**config.mk**
```make
export PLATFORM = sky130hd
export DESIGN_NAME = crs_serializer
export DESIGN_NICKNAME = d
export VERILOG_FILES = /design/src/design/crs_serializer.v /design/src/design/crs_frame_mem.v
export VERILOG_INCLUDE_DIRS = /design/src /design/src/design
export SDC_FILE = /design/constraint.sdc
export NUM_CORES = 1
export LEC_CHECK = 0
export ABC_CLOCK_PERIOD_IN_PS = 3250
export BUFFER_PORTS_ARGS = -buffer_cell sky130_fd_sc_hd__buf_2
export CAP_MARGIN = 20
export CORE_ASPECT_RATIO = 1.5
export CORE_MARGIN = 8
export CORE_UTILIZATION = 45
export CTS_BUF_LIST = sky130_fd_sc_hd__clkbuf_4 sky130_fd_sc_hd__clkbuf_8
export DETAILED_ROUTE_END_ITERATION = 8
export SLEW_MARGIN = 20
export SYNTH_ARGS = -nofsm -noshare
export SYNTH_HDL_FRONTEND = slang
export SYNTH_HIERARCHICAL = 1
export SYNTH_SLANG_ARGS = --single-unit
```
**constraint.sdc**
```tcl
create_clock -name CLK -period 3.25 [get_ports CLK]
set_input_delay 0.325 -clock CLK [delete_from_list [all_inputs] [get_ports CLK]]
set_output_delay 0.325 -clock CLK [all_outputs]
set_load 0.01 [all_outputs]
```
**src/design/crs_regs.vh**
```
// constants for the configuration readback serializer
// Operation
// - config frames are start bit 0, data field, four check bits.
// - loader accepts as many bits as the 24-bit length count says.
// - frame check failure aborts load, drives init low, waits.
// - readback output starts with five dummy bits.
// - readback frame is start bit 0, data field, stop bits 1111.
// - readback ends with 11 signature bits after last frame.
// - configuration bits read back with their loaded polarity.
// - captured user node values are sent inverted.
// - first two bits of first frame show speed and check mode.
// - last seven bits of last frame are always ones.
// - capture option off (default): user bit positions send one.
// - logic cell memory contents appear in configuration data portion.
// - abort option on (default off): trigger fall stops readback.
// - serial output held high while draining after abort.
// - in-progress output shows completion, also of aborted sequence.
// - readback clock from config clock pin (default) or user net.
// - signature is top 11 bits of CRC-16 CCITT over stream.
// - each readback clock rise moves one bit onto serial output.
// - trigger rise held one readback clock starts readback, latches nodes.
// - in-progress rises one clock after trigger, falls with last bit.
`ifndef CRS_REGS_VH
`define CRS_REGS_VH
// ************************************************************
// stream format
// ************************************************************
`define CRS_DW 5'h10
`define CRS_DW_LAST 4'hF
`define CRS_FRM_LEN_LAST 5'h14
`define CRS_NFRAMES 8
`define CRS_FRM_LAST 3'h7
`define CRS_USER_POS 5'h04
`define CRS_RB_DUMMY_LAST 3'h4
`define CRS_LAST_ONES_FROM 5'h09
`define CRS_SIG_LAST 4'hA
`define CRS_DRAIN_LAST 4'hA
`define CRS_CRC_POLY 16'h1021
`define CRS_PREAMBLE 4'h2
`define CRS_LEN_LAST 5'h17
`define CRS_HDR_DUMMY_LAST 5'h03
// ************************************************************
// register map
// ************************************************************
`define CRS_OFF_CTRL 12'h000
`define CRS_OFF_STATUS 12'h004
`define CRS_OFF_LENGTH 12'h008
`define CRS_OFF_SIG 12'h00C
`define CRS_CTRL_CAPTURE 0
`define CRS_CTRL_ABORT 1
`define CRS_CTRL_CLKSRC 2
`define CRS_CTRL_SPEED 3
`define CRS_CTRL_CHECK 4
`define CRS_CTRL_RESET 5'h00
`endif

```
**src/design/crs_serializer.v**
```verilog
// configuration loader and serial readback engine with apb registers
`timescale 1ns/100ps
`include "crs_regs.vh"
module crs_serializer (
  input wire CLK,
  input wire RST,
  input wire PSEL,
  input wire PENABLE,
  input wire PWRITE,
  input wire [11:0] PADDR,
  input wire [31:0] PWDATA,
  output reg [31:0] PRDATA,
  output reg PREADY,
  output reg PSLVERR,
  input wire CFG_CLK,
  input wire CFG_DIN,
  output reg INIT_N,
  input wire READBACK_USER_CLK,
  input wire READBACK_TRIGGER,
  output reg READBACK_DATA,
  output reg READBACK_IN_PROGRESS,
  input wire [7:0] USER_NODES,
  input wire RAM_WE,
  input wire [2:0] RAM_FRAME,
  input wire [15:0] RAM_DATA
);
  // ************************************************************
  // state codes
  // ************************************************************
  localparam R_IDLE = 6'h01;
  localparam R_ARM = 6'h02;
  localparam R_DUMMY = 6'h04;
  localparam R_FRAME = 6'h08;
  localparam R_SIG = 6'h10;
  localparam R_DRAIN = 6'h20;
  localparam L_HDR = 6'h01;
  localparam L_LEN = 6'h02;
  localparam L_DUM = 6'h04;
  localparam L_FRM = 6'h08;
  localparam L_POST = 6'h10;
  localparam L_WAIT = 6'h20;

  // serial crc-16 ccitt step
  function [15:0] crc_step;
    input [15:0] c;
    input b;
    begin
      crc_step = {c[14:0], 1'b0} ^ ((c[15] ^ b) ? `CRS_CRC_POLY : 16'h0000);
    end
  endfunction

  // ************************************************************
  // pin synchronisers
  // ************************************************************
  reg [11:0] sy1_r;
  reg [11:0] sy2_r;
  wire cclk_s = sy2_r[0];
  wire cdin_s = sy2_r[1];
  wire uclk_s = sy2_r[2];
  wire trig_s = sy2_r[3];
  wire [7:0] nodes_s = sy2_r[11:4];

  // two stages for the config pins, user clock, trigger and node inputs (ram and apb inputs unsynchronised), logic reads only stage two
  always @(posedge CLK) begin
    if (RST) begin
      sy1_r <= 12'h000;
      sy2_r <= 12'h000;
    end else begin
      sy1_r <= {USER_NODES, READBACK_TRIGGER, READBACK_USER_CLK,
                CFG_DIN, CFG_CLK};
      sy2_r <= sy1_r;
    end
  end

  // ************************************************************
  // control register and clock edges
  // ************************************************************
  reg [4:0] ctrl_r;
  reg rclk_d_r;
  reg cclk_d_r;
  wire cap_on = ctrl_r[`CRS_CTRL_CAPTURE];
  wire abort_on = ctrl_r[`CRS_CTRL_ABORT];
  wire check_on = ctrl_r[`CRS_CTRL_CHECK];
  // glitch hazard if the source is changed mid readback
  wire rclk_sel = ctrl_r[`CRS_CTRL_CLKSRC] ? uclk_s : cclk_s;
  wire rck = rclk_sel & ~rclk_d_r;
  wire cck = cclk_s & ~cclk_d_r;

  // edge finders run on the system clock
  always @(posedge CLK) begin
    if (RST) begin
      rclk_d_r <= 1'b0;
      cclk_d_r <= 1'b0;
    end else begin
      rclk_d_r <= rclk_sel;
      cclk_d_r <= cclk_s;
    end
  end

  // ************************************************************
  // frame store
  // ************************************************************
  reg l_we_r;
  reg [2:0] l_frm_r;
  reg [15:0] l_sh_r;
  reg [2:0] frm_r;
  wire [15:0] mem_q;
  wire mem_we = l_we_r | RAM_WE;
  // loader wins; logic cell ram writes land in config data
  wire [2:0] mem_wa = l_we_r ? l_frm_r : RAM_FRAME;
  wire [15:0] mem_wd = l_we_r ? l_sh_r : RAM_DATA;

  crs_frame_mem u_mem (
    .clk(CLK),
    .we(mem_we),
    .waddr(mem_wa),
    .wdata(mem_wd),
    .raddr(frm_r),
    .rdata(mem_q)
  );

  // ************************************************************
  // configuration loader
  // ************************************************************
  reg [5:0] lst_r;
  reg [4:0] lcnt_r;
  reg [3:0] pre_r;
  reg [23:0] len_r;
  reg [23:0] tot_r;
  reg [15:0] lcrc_r;
  reg [2:0] chk_r;
  reg done_r;
  wire [23:0] tot_nxt = tot_r + 24'h000001;
  wire [3:0] chk_nxt = {chk_r, cdin_s};
  wire len_known = (lst_r != L_HDR) && (lst_r != L_LEN);

  // one bit per config clock rise, total bounded by length count
  always @(posedge CLK) begin
    if (RST) begin
      lst_r <= L_HDR;
      lcnt_r <= 5'h00;
      pre_r <= 4'hF;
      len_r <= 24'h000000;
      tot_r <= 24'h000000;
      lcrc_r <= 16'h0000;
      chk_r <= 3'h0;
      l_sh_r <= 16'h0000;
      l_frm_r <= 3'h0;
      l_we_r <= 1'b0;
      done_r <= 1'b0;
      INIT_N <= 1'b1;
    end else begin
      l_we_r <= 1'b0;
      if (cck && !done_r && lst_r != L_WAIT) begin
        tot_r <= tot_nxt; // leading extra ones are counted
        if (len_known && tot_nxt == len_r) begin
          done_r <= 1'b1;
        end
        case (lst_r)
          L_HDR: begin
            pre_r <= {pre_r[2:0], cdin_s};
            if ({pre_r[2:0], cdin_s} == `CRS_PREAMBLE) begin
              lst_r <= L_LEN;
              lcnt_r <= 5'h00;
            end
          end
          L_LEN: begin
            len_r <= {len_r[22:0], cdin_s};
            lcnt_r <= lcnt_r + 5'h01;
            if (lcnt_r == `CRS_LEN_LAST) begin
              lst_r <= L_DUM;
              lcnt_r <= 5'h00;
            end
          end
          L_DUM: begin
            lcnt_r <= lcnt_r + 5'h01;
            if (lcnt_r == `CRS_HDR_DUMMY_LAST) begin
              lst_r <= L_FRM;
              lcnt_r <= 5'h00;
            end
          end
          L_FRM: begin
            if (lcnt_r == 5'h00) begin
              lcrc_r <= 16'h0000;
              if (!cdin_s) begin
                lcnt_r <= 5'h01; // start bit
              end else if (check_on) begin
                lst_r <= L_WAIT;
                INIT_N <= 1'b0;
              end
            end else if (lcnt_r <= `CRS_DW) begin
              l_sh_r <= {l_sh_r[14:0], cdin_s};
              lcrc_r <= crc_step(lcrc_r, cdin_s);
              lcnt_r <= lcnt_r + 5'h01;
            end else if (lcnt_r != `CRS_FRM_LEN_LAST) begin
              chk_r <= chk_nxt[2:0];
              lcnt_r <= lcnt_r + 5'h01;
            end else if (check_on && chk_nxt != lcrc_r[3:0]) begin
              lst_r <= L_WAIT; // abort and hold init low
              INIT_N <= 1'b0;
            end else begin
              l_we_r <= 1'b1; // four check bits done
              lcnt_r <= 5'h00;
              l_frm_r <= l_frm_r + 3'h1;
              if (l_frm_r == `CRS_FRM_LAST) begin
                lst_r <= L_POST;
              end
            end
          end
          L_POST: begin
            lcnt_r <= 5'h00; // postamble bits only counted
          end
          default: begin
            lst_r <= L_WAIT;
          end
        endcase
      end
    end
  end

  // ************************************************************
  // readback frame bit selection
  // ************************************************************
  reg [5:0] rst_r;
  reg [4:0] bcnt_r;
  reg [3:0] cnt_r;
  reg [7:0] cap_r;
  reg [15:0] crc_r;
  reg [10:0] sig_r;
  reg trig_q_r;
  reg fbit;
  wire [4:0] did = bcnt_r - 5'h01;
  wire [3:0] didx = `CRS_DW_LAST - did[3:0];

  // start, msb-first data with overrides, then stop ones
  always @* begin
    fbit = 1'b1; // stop bits
    if (bcnt_r == 5'h00) begin
      fbit = 1'b0;
    end else if (bcnt_r <= `CRS_DW) begin
      fbit = mem_q[didx]; // uninverted
      if (frm_r == 3'h0 && did < 5'h02) begin
        fbit = (did == 5'h00) ? ctrl_r[`CRS_CTRL_SPEED] :
               ctrl_r[`CRS_CTRL_CHECK];
      end else if (frm_r == `CRS_FRM_LAST &&
                   did >= `CRS_LAST_ONES_FROM) begin
        fbit = 1'b1;
      end else if (did == `CRS_USER_POS) begin
        fbit = cap_on ? ~cap_r[frm_r] : 1'b1;
      end
    end
  end

  // ************************************************************
  // readback sequencer
  // ************************************************************
  wire [15:0] crc_nxt = crc_step(crc_r, fbit);
  wire trig_rise = trig_s & ~trig_q_r;
  wire trig_fall = ~trig_s & trig_q_r;
  wire busy = (rst_r != R_IDLE) && (rst_r != R_DRAIN);

  // advances only on readback clock rises
  always @(posedge CLK) begin
    if (RST) begin
      rst_r <= R_IDLE;
      bcnt_r <= 5'h00;
      cnt_r <= 4'h0;
      frm_r <= 3'h0;
      cap_r <= 8'h00;
      crc_r <= 16'h0000;
      sig_r <= 11'h000;
      trig_q_r <= 1'b0;
      READBACK_DATA <= 1'b1;
      READBACK_IN_PROGRESS <= 1'b0;
    end else if (rck) begin
      trig_q_r <= trig_s;
      if (busy && abort_on && trig_fall) begin
        rst_r <= R_DRAIN;
        READBACK_DATA <= 1'b1;
        cnt_r <= 4'h0;
      end else begin
        case (rst_r)
          R_IDLE: begin
            if (trig_rise) begin
              rst_r <= R_ARM;
              cap_r <= nodes_s;
              crc_r <= 16'h0000;
              frm_r <= 3'h0;
              bcnt_r <= 5'h00;
            end
          end
          R_ARM: begin
            READBACK_IN_PROGRESS <= 1'b1;
            READBACK_DATA <= 1'b1;
            cnt_r <= 4'h1;
            rst_r <= R_DUMMY;
          end
          R_DUMMY: begin
            READBACK_DATA <= 1'b1;
            cnt_r <= cnt_r + 4'h1;
            if (cnt_r[2:0] == `CRS_RB_DUMMY_LAST) begin
              rst_r <= R_FRAME;
            end
          end
          R_FRAME: begin
            READBACK_DATA <= fbit;
            crc_r <= crc_nxt;
            bcnt_r <= bcnt_r + 5'h01;
            if (bcnt_r == `CRS_FRM_LEN_LAST) begin
              bcnt_r <= 5'h00;
              frm_r <= frm_r + 3'h1;
              if (frm_r == `CRS_FRM_LAST) begin
                rst_r <= R_SIG;
                sig_r <= crc_nxt[15:5];
                cnt_r <= 4'h0;
              end
            end
          end
          R_SIG: begin
            READBACK_DATA <= crc_r[15]; // msb first
            crc_r <= {crc_r[14:0], 1'b0};
            cnt_r <= cnt_r + 4'h1;
            if (cnt_r == `CRS_SIG_LAST) begin
              rst_r <= R_IDLE;
              READBACK_IN_PROGRESS <= 1'b0;
            end
          end
          R_DRAIN: begin
            READBACK_DATA <= 1'b1;
            cnt_r <= cnt_r + 4'h1;
            if (cnt_r == `CRS_DRAIN_LAST) begin
              rst_r <= R_IDLE;
              READBACK_IN_PROGRESS <= 1'b0;
            end
          end
          default: begin
            rst_r <= R_IDLE;
          end
        endcase
      end
    end
  end

  // ************************************************************
  // apb slave
  // ************************************************************
  wire apb_go = PSEL & PENABLE & ~PREADY;
  wire [31:0] status = {27'h0000000, rst_r == R_DRAIN, done_r,
                        lst_r == L_WAIT, INIT_N, READBACK_IN_PROGRESS};

  // answers in the second access cycle; unmapped gives slverr
  always @(posedge CLK) begin
    if (RST) begin
      ctrl_r <= `CRS_CTRL_RESET;
      PRDATA <= 32'h00000000;
      PREADY <= 1'b0;
      PSLVERR <= 1'b0;
    end else begin
      PREADY <= apb_go;
      PSLVERR <= 1'b0;
      if (apb_go) begin
        PRDATA <= 32'h00000000;
        case (PADDR)
          `CRS_OFF_CTRL: begin
            PRDATA <= {27'h0000000, ctrl_r};
            if (PWRITE) begin
              ctrl_r <= PWDATA[4:0];
            end
          end
          `CRS_OFF_STATUS: begin
            PRDATA <= status;
          end
          `CRS_OFF_LENGTH: begin
            PRDATA <= {8'h00, len_r};
          end
          `CRS_OFF_SIG: begin
            PRDATA <= {21'h000000, sig_r};
          end
          default: begin
            PSLVERR <= 1'b1;
          end
        endcase
      end
    end
  end
endmodule // crs_serializer

```
**src/design/crs_frame_mem.v**
```verilog
// frame store holding configuration memory, one frame per word
`timescale 1ns/100ps
module crs_frame_mem (
  input wire clk,
  input wire we,
  input wire [2:0] waddr,
  input wire [15:0] wdata,
  input wire [2:0] raddr,
  output reg [15:0] rdata
);
  reg [15:0] mem [0:7];

  // one write port, registered read port
  always @(posedge clk) begin
    if (we) begin
      mem[waddr] <= wdata;
    end
    rdata <= mem[raddr];
  end
endmodule // crs_frame_mem

```
==> summary.md <==
| Metric | Value |
|---|---|
| Status | `finished clean` |
| Synth top area share | `0.299` |
| Crit Path Category | `register to register` |
| Largest net degree at the start of global routing | `slightly above 80` |
| Setup crit start | `bcnt_r[1]` |
| Post-DR vias/cell | `between 5 and 6` |
| Total CTS buffers | `55` |
| Syn avg cell area | `11.1 sq um` |
| Number of top-level pins | `~120` |
| Overall die width | `168 um` |
| Reg2reg end | `crc_r[5]` |
| Critical Path Max Stage Delay | `0.47 ns` |
| Post-Place Cells | `approximately 1900` |
| DPL Wire Length | `approximately 22 mm` |
| FF-to-FF Start | `bcnt_r[1]` |
| TritonCTS clock tree | `built` |
| Starting Density | `0.455` |
| # Post-CTS Setup Buffers | `0` |
| Cells after Synth | `~1400` |
| Post-synth top flop | `dfxtp_1` |
| Design Power | `8.80 mW` |
| Synth warn | `6` |
| Crit-path slowest cell | `mux4_2` |
| Crit Path Max Fanout | `7` |
| Relative slew slack | `0.299` |
| Routed Antenna Nets | `0` |
| Most frequent cells in the layout | `dfxtp_1, nand2_1, nor2_1` |
| Initial DRC count | `between 500 and 600` |
| RSZ-0062 raised after global routing | `false` |
| Post-synth top area cell | `dfxtp_1` |
| R2r setup slk | `approximately 0.33 ns` |
| Drt total wl | `around 33 mm` |
| Fin cells | `~2000` |
| Combinational power share | `0.028` |
| LEAKAGE | `6.39 nW` |
| WHS | `between 0.1 and 0.15 ns` |
| Die footprint | `40900 sq um` |
| Overall routing resource usage | `0.162` |
| Pre-CTS setup slack | `approximately 0.33 ns` |
| Max Transition Viols Final | `0` |
| Cell Chain, Critical Path | `inv_1 -> ha_1 -> mux4_2 -> mux4_2 -> mux2i_1 -> a31oi_4 -> xnor3_1 -> a222oi_1 -> nor2_1` |
| Worst hold path type | `input port to register` |
| Clk slew on worst S/H paths | `about 0.070 ns` |
| Initial antenna violation count | `1` |
| VDD IR max | `between 0.3 and 0.4 mV` |
| Critical path depth | `9` |
| Switching power total | `about 1.9 mW` |
| Clock Root Buffer | `clkbuf_8` |
| Commonest non-fill, non-tap cell in the layout | `dfxtp_1` |
| Layout area overhead | `13.7%` |
| Vias in the first global route | `around 11000` |
| Clk Latency, worst-skew pair | `about 0.6 ns` |
| Final nets | `between 1500 and 2000` |
| Wire length per cell | `between 15 and 20 um` |
| Setup TNS | `0 ns` |
| First-pass GRT wire length | `roughly 54 mm` |
| #FFs+latches synth | `360` |
| Port-buffer cells | `82` |
| Sequential-to-total area share from yosys stat | `0.546` |
| Crit path buf inv count | `1` |
| Vias | `about 11000` |
| Core ar. | `around 34000 sq um` |
| Min Tclk post-route | `around 2.9 ns` |
| Layout cells sized above 1 | `0.183` |
| First-pass DRT Iterations | `5` |
| Die H | `roughly 240 um` |
| Placed inst area | `around 16000 sq um` |
| Final clock skew | `0.0221 ns` |
| Max Cap Viol | `0` |
| Hold Violations, Final | `0` |
| Fin worst setup slack | `roughly 0.33 ns` |
| Mapped cell area | `~16000 sq um` |
| Post-route clock period utilization | `0.898` |
| Worst setup SP type | `register` |
| Switching share of power | `0.216` |
| CP endpoint | `crc_r[5]` |
| Post-synth ARST share | `0` |
| CTS HTree Levels | `2` |
| Pwr dens | `498 nW/um^2` |
| Crit path max-delay family | `multiplexers` |
| Post-synth EDFFs | `between 100 and 150` |
| Least-Margin Pin Slew | `~1.0 ns` |
| CTS Buffer Depth | `3` |
| Final setup viols | `0` |
| Row cnt | `83` |
| CP most frequent cell | `mux4_2` |
| Final Util | `0.517` |
| Clock sink count | `360` |
| GRT overflow | `0` |
| RD Place Congestion | `roughly 0.8` |
| Clk pwr share | `0.435` |
| Max Freq | `between 300 and 400 MHz` |
| P_int | `about 7 mW` |
| Top area cells in the synthesized netlist | `dfxtp_1, edfxtp_1, mux4_1` |
| Design area | `~18000 sq um` |
| Critical path endpoint category | `register` |
| Post-synthesis cell type count | `between 70 and 80` |
| Worst Hold Launch | `RST` |
| CP arrival | `around 3.4 ns` |
| Worst Reg-to-Reg Cells | `9` |
| CP required | `around 3.7 ns` |
| Part of the power in registers | `0.538` |
| # DRC | `0` |
==> cell usage after synthesis, drive strengths merged (32+ instances only) <==
library cell,count
mux2i,32
dfxtp,232
xor2,35
mux2,43
nor2b,34
nand2,160
clkbuf,64
nor2,154
xnor2,32
edfxtp,128
mux4,43
a22oi,36
a21oi,95
==> worst register-to-register path, cell delays in order (launching register included) <==
cell and delay, ns:
dfxtp_1 0.44, inv_1 0.12, ha_1 0.44, mux4_2 0.34, mux4_2 0.47, mux2i_1 0.24, a31oi_4 0.16, xnor3_1 0.22
a222oi_1 0.28, nor2_1 0.07
==> sequential cells by signal, summed over array words and instances (netlist names), 4 cells and up <==
signal	cells
u_mem/mem	128
PRDATA	24
len_r	24
tot_r	24
crc_r	16
l_sh_r	16
lcrc_r	16
u_mem/rdata	16
sy1_r	12
sy2_r	12
sig_r	11
cap_r	8
lst_r	6
rst_r	6
bcnt_r	5
ctrl_r	5
lcnt_r	5
cnt_r	4
==> cell type report <==
cell class / count / area, sq um
Fill cell: 3020 / 16500
Sequential cell: 360 / 8490
Multi-Input combinational cell: 927 / 6540
Clock buffer: 83 / 1060
Timing Repair Buffer: 134 / 850
Tap cell: 425 / 532
Inverter: 27 / 101
Clock inverter: 19 / 95.1
Antenna cell: 1 / 2.50
==> worst min-delay path by stage <==
| stage | slack, ns | endpoint | cells after the start |
|---|---|---|---|
| 2_1_floorplan | 0.41 | sy2_r[0] | 1 |
| 3_3_place_gp | 0.42 | sy2_r[6] | 1 |
| 3_5_place_dp | 0.42 | sy2_r[3] | 1 |
| 4_1_cts | 0.07 | PREADY | 2 |
| 5_1_grt | 0.1 | crc_r[9] | 2 |
| 6_report | 0.11 | PREADY | 2 |
==> cell families after synthesis <==
family,synth area share
adder cells (fa/ha/maj),0.0143
flip-flops,0.546
other,0.000241
XOR/XNOR,0.0407
AND/OR/NAND/NOR,0.160
buffers and inverters,0.0356
multiplexers,0.121
AO/OA/AOI/OAI,0.0815
==> power by group through the flow <==
stage | sequential [mW] | combinational, mW | clock (mW)
floorplan | 4.83 | 0.152 | 0
global placement | 4.83 | 0.225 | 0
detailed placement | 4.83 | 0.228 | 0
CTS | 4.74 | 0.245 | 3.97
global route | 4.74 | 0.267 | 4.17
finish | 4.74 | 0.243 | 3.83
==> timing repair <==
action | 4_1_cts | 5_1_grt
hold endpoints to repair | 17 | 0
hold buffers | 17 | 0
resized for setup | 0 | 0
==> layer usage <==
metal	wire (um)	up-vias	track usage
li1	-	5225	-
met1	14000	5098	0.184
met2	17000	205	0.293
met3	1480	67	0.0327
met4	966	0	0.0624
met5	0	-	0
No activity file was read; power rests on OpenSTA's default activity.
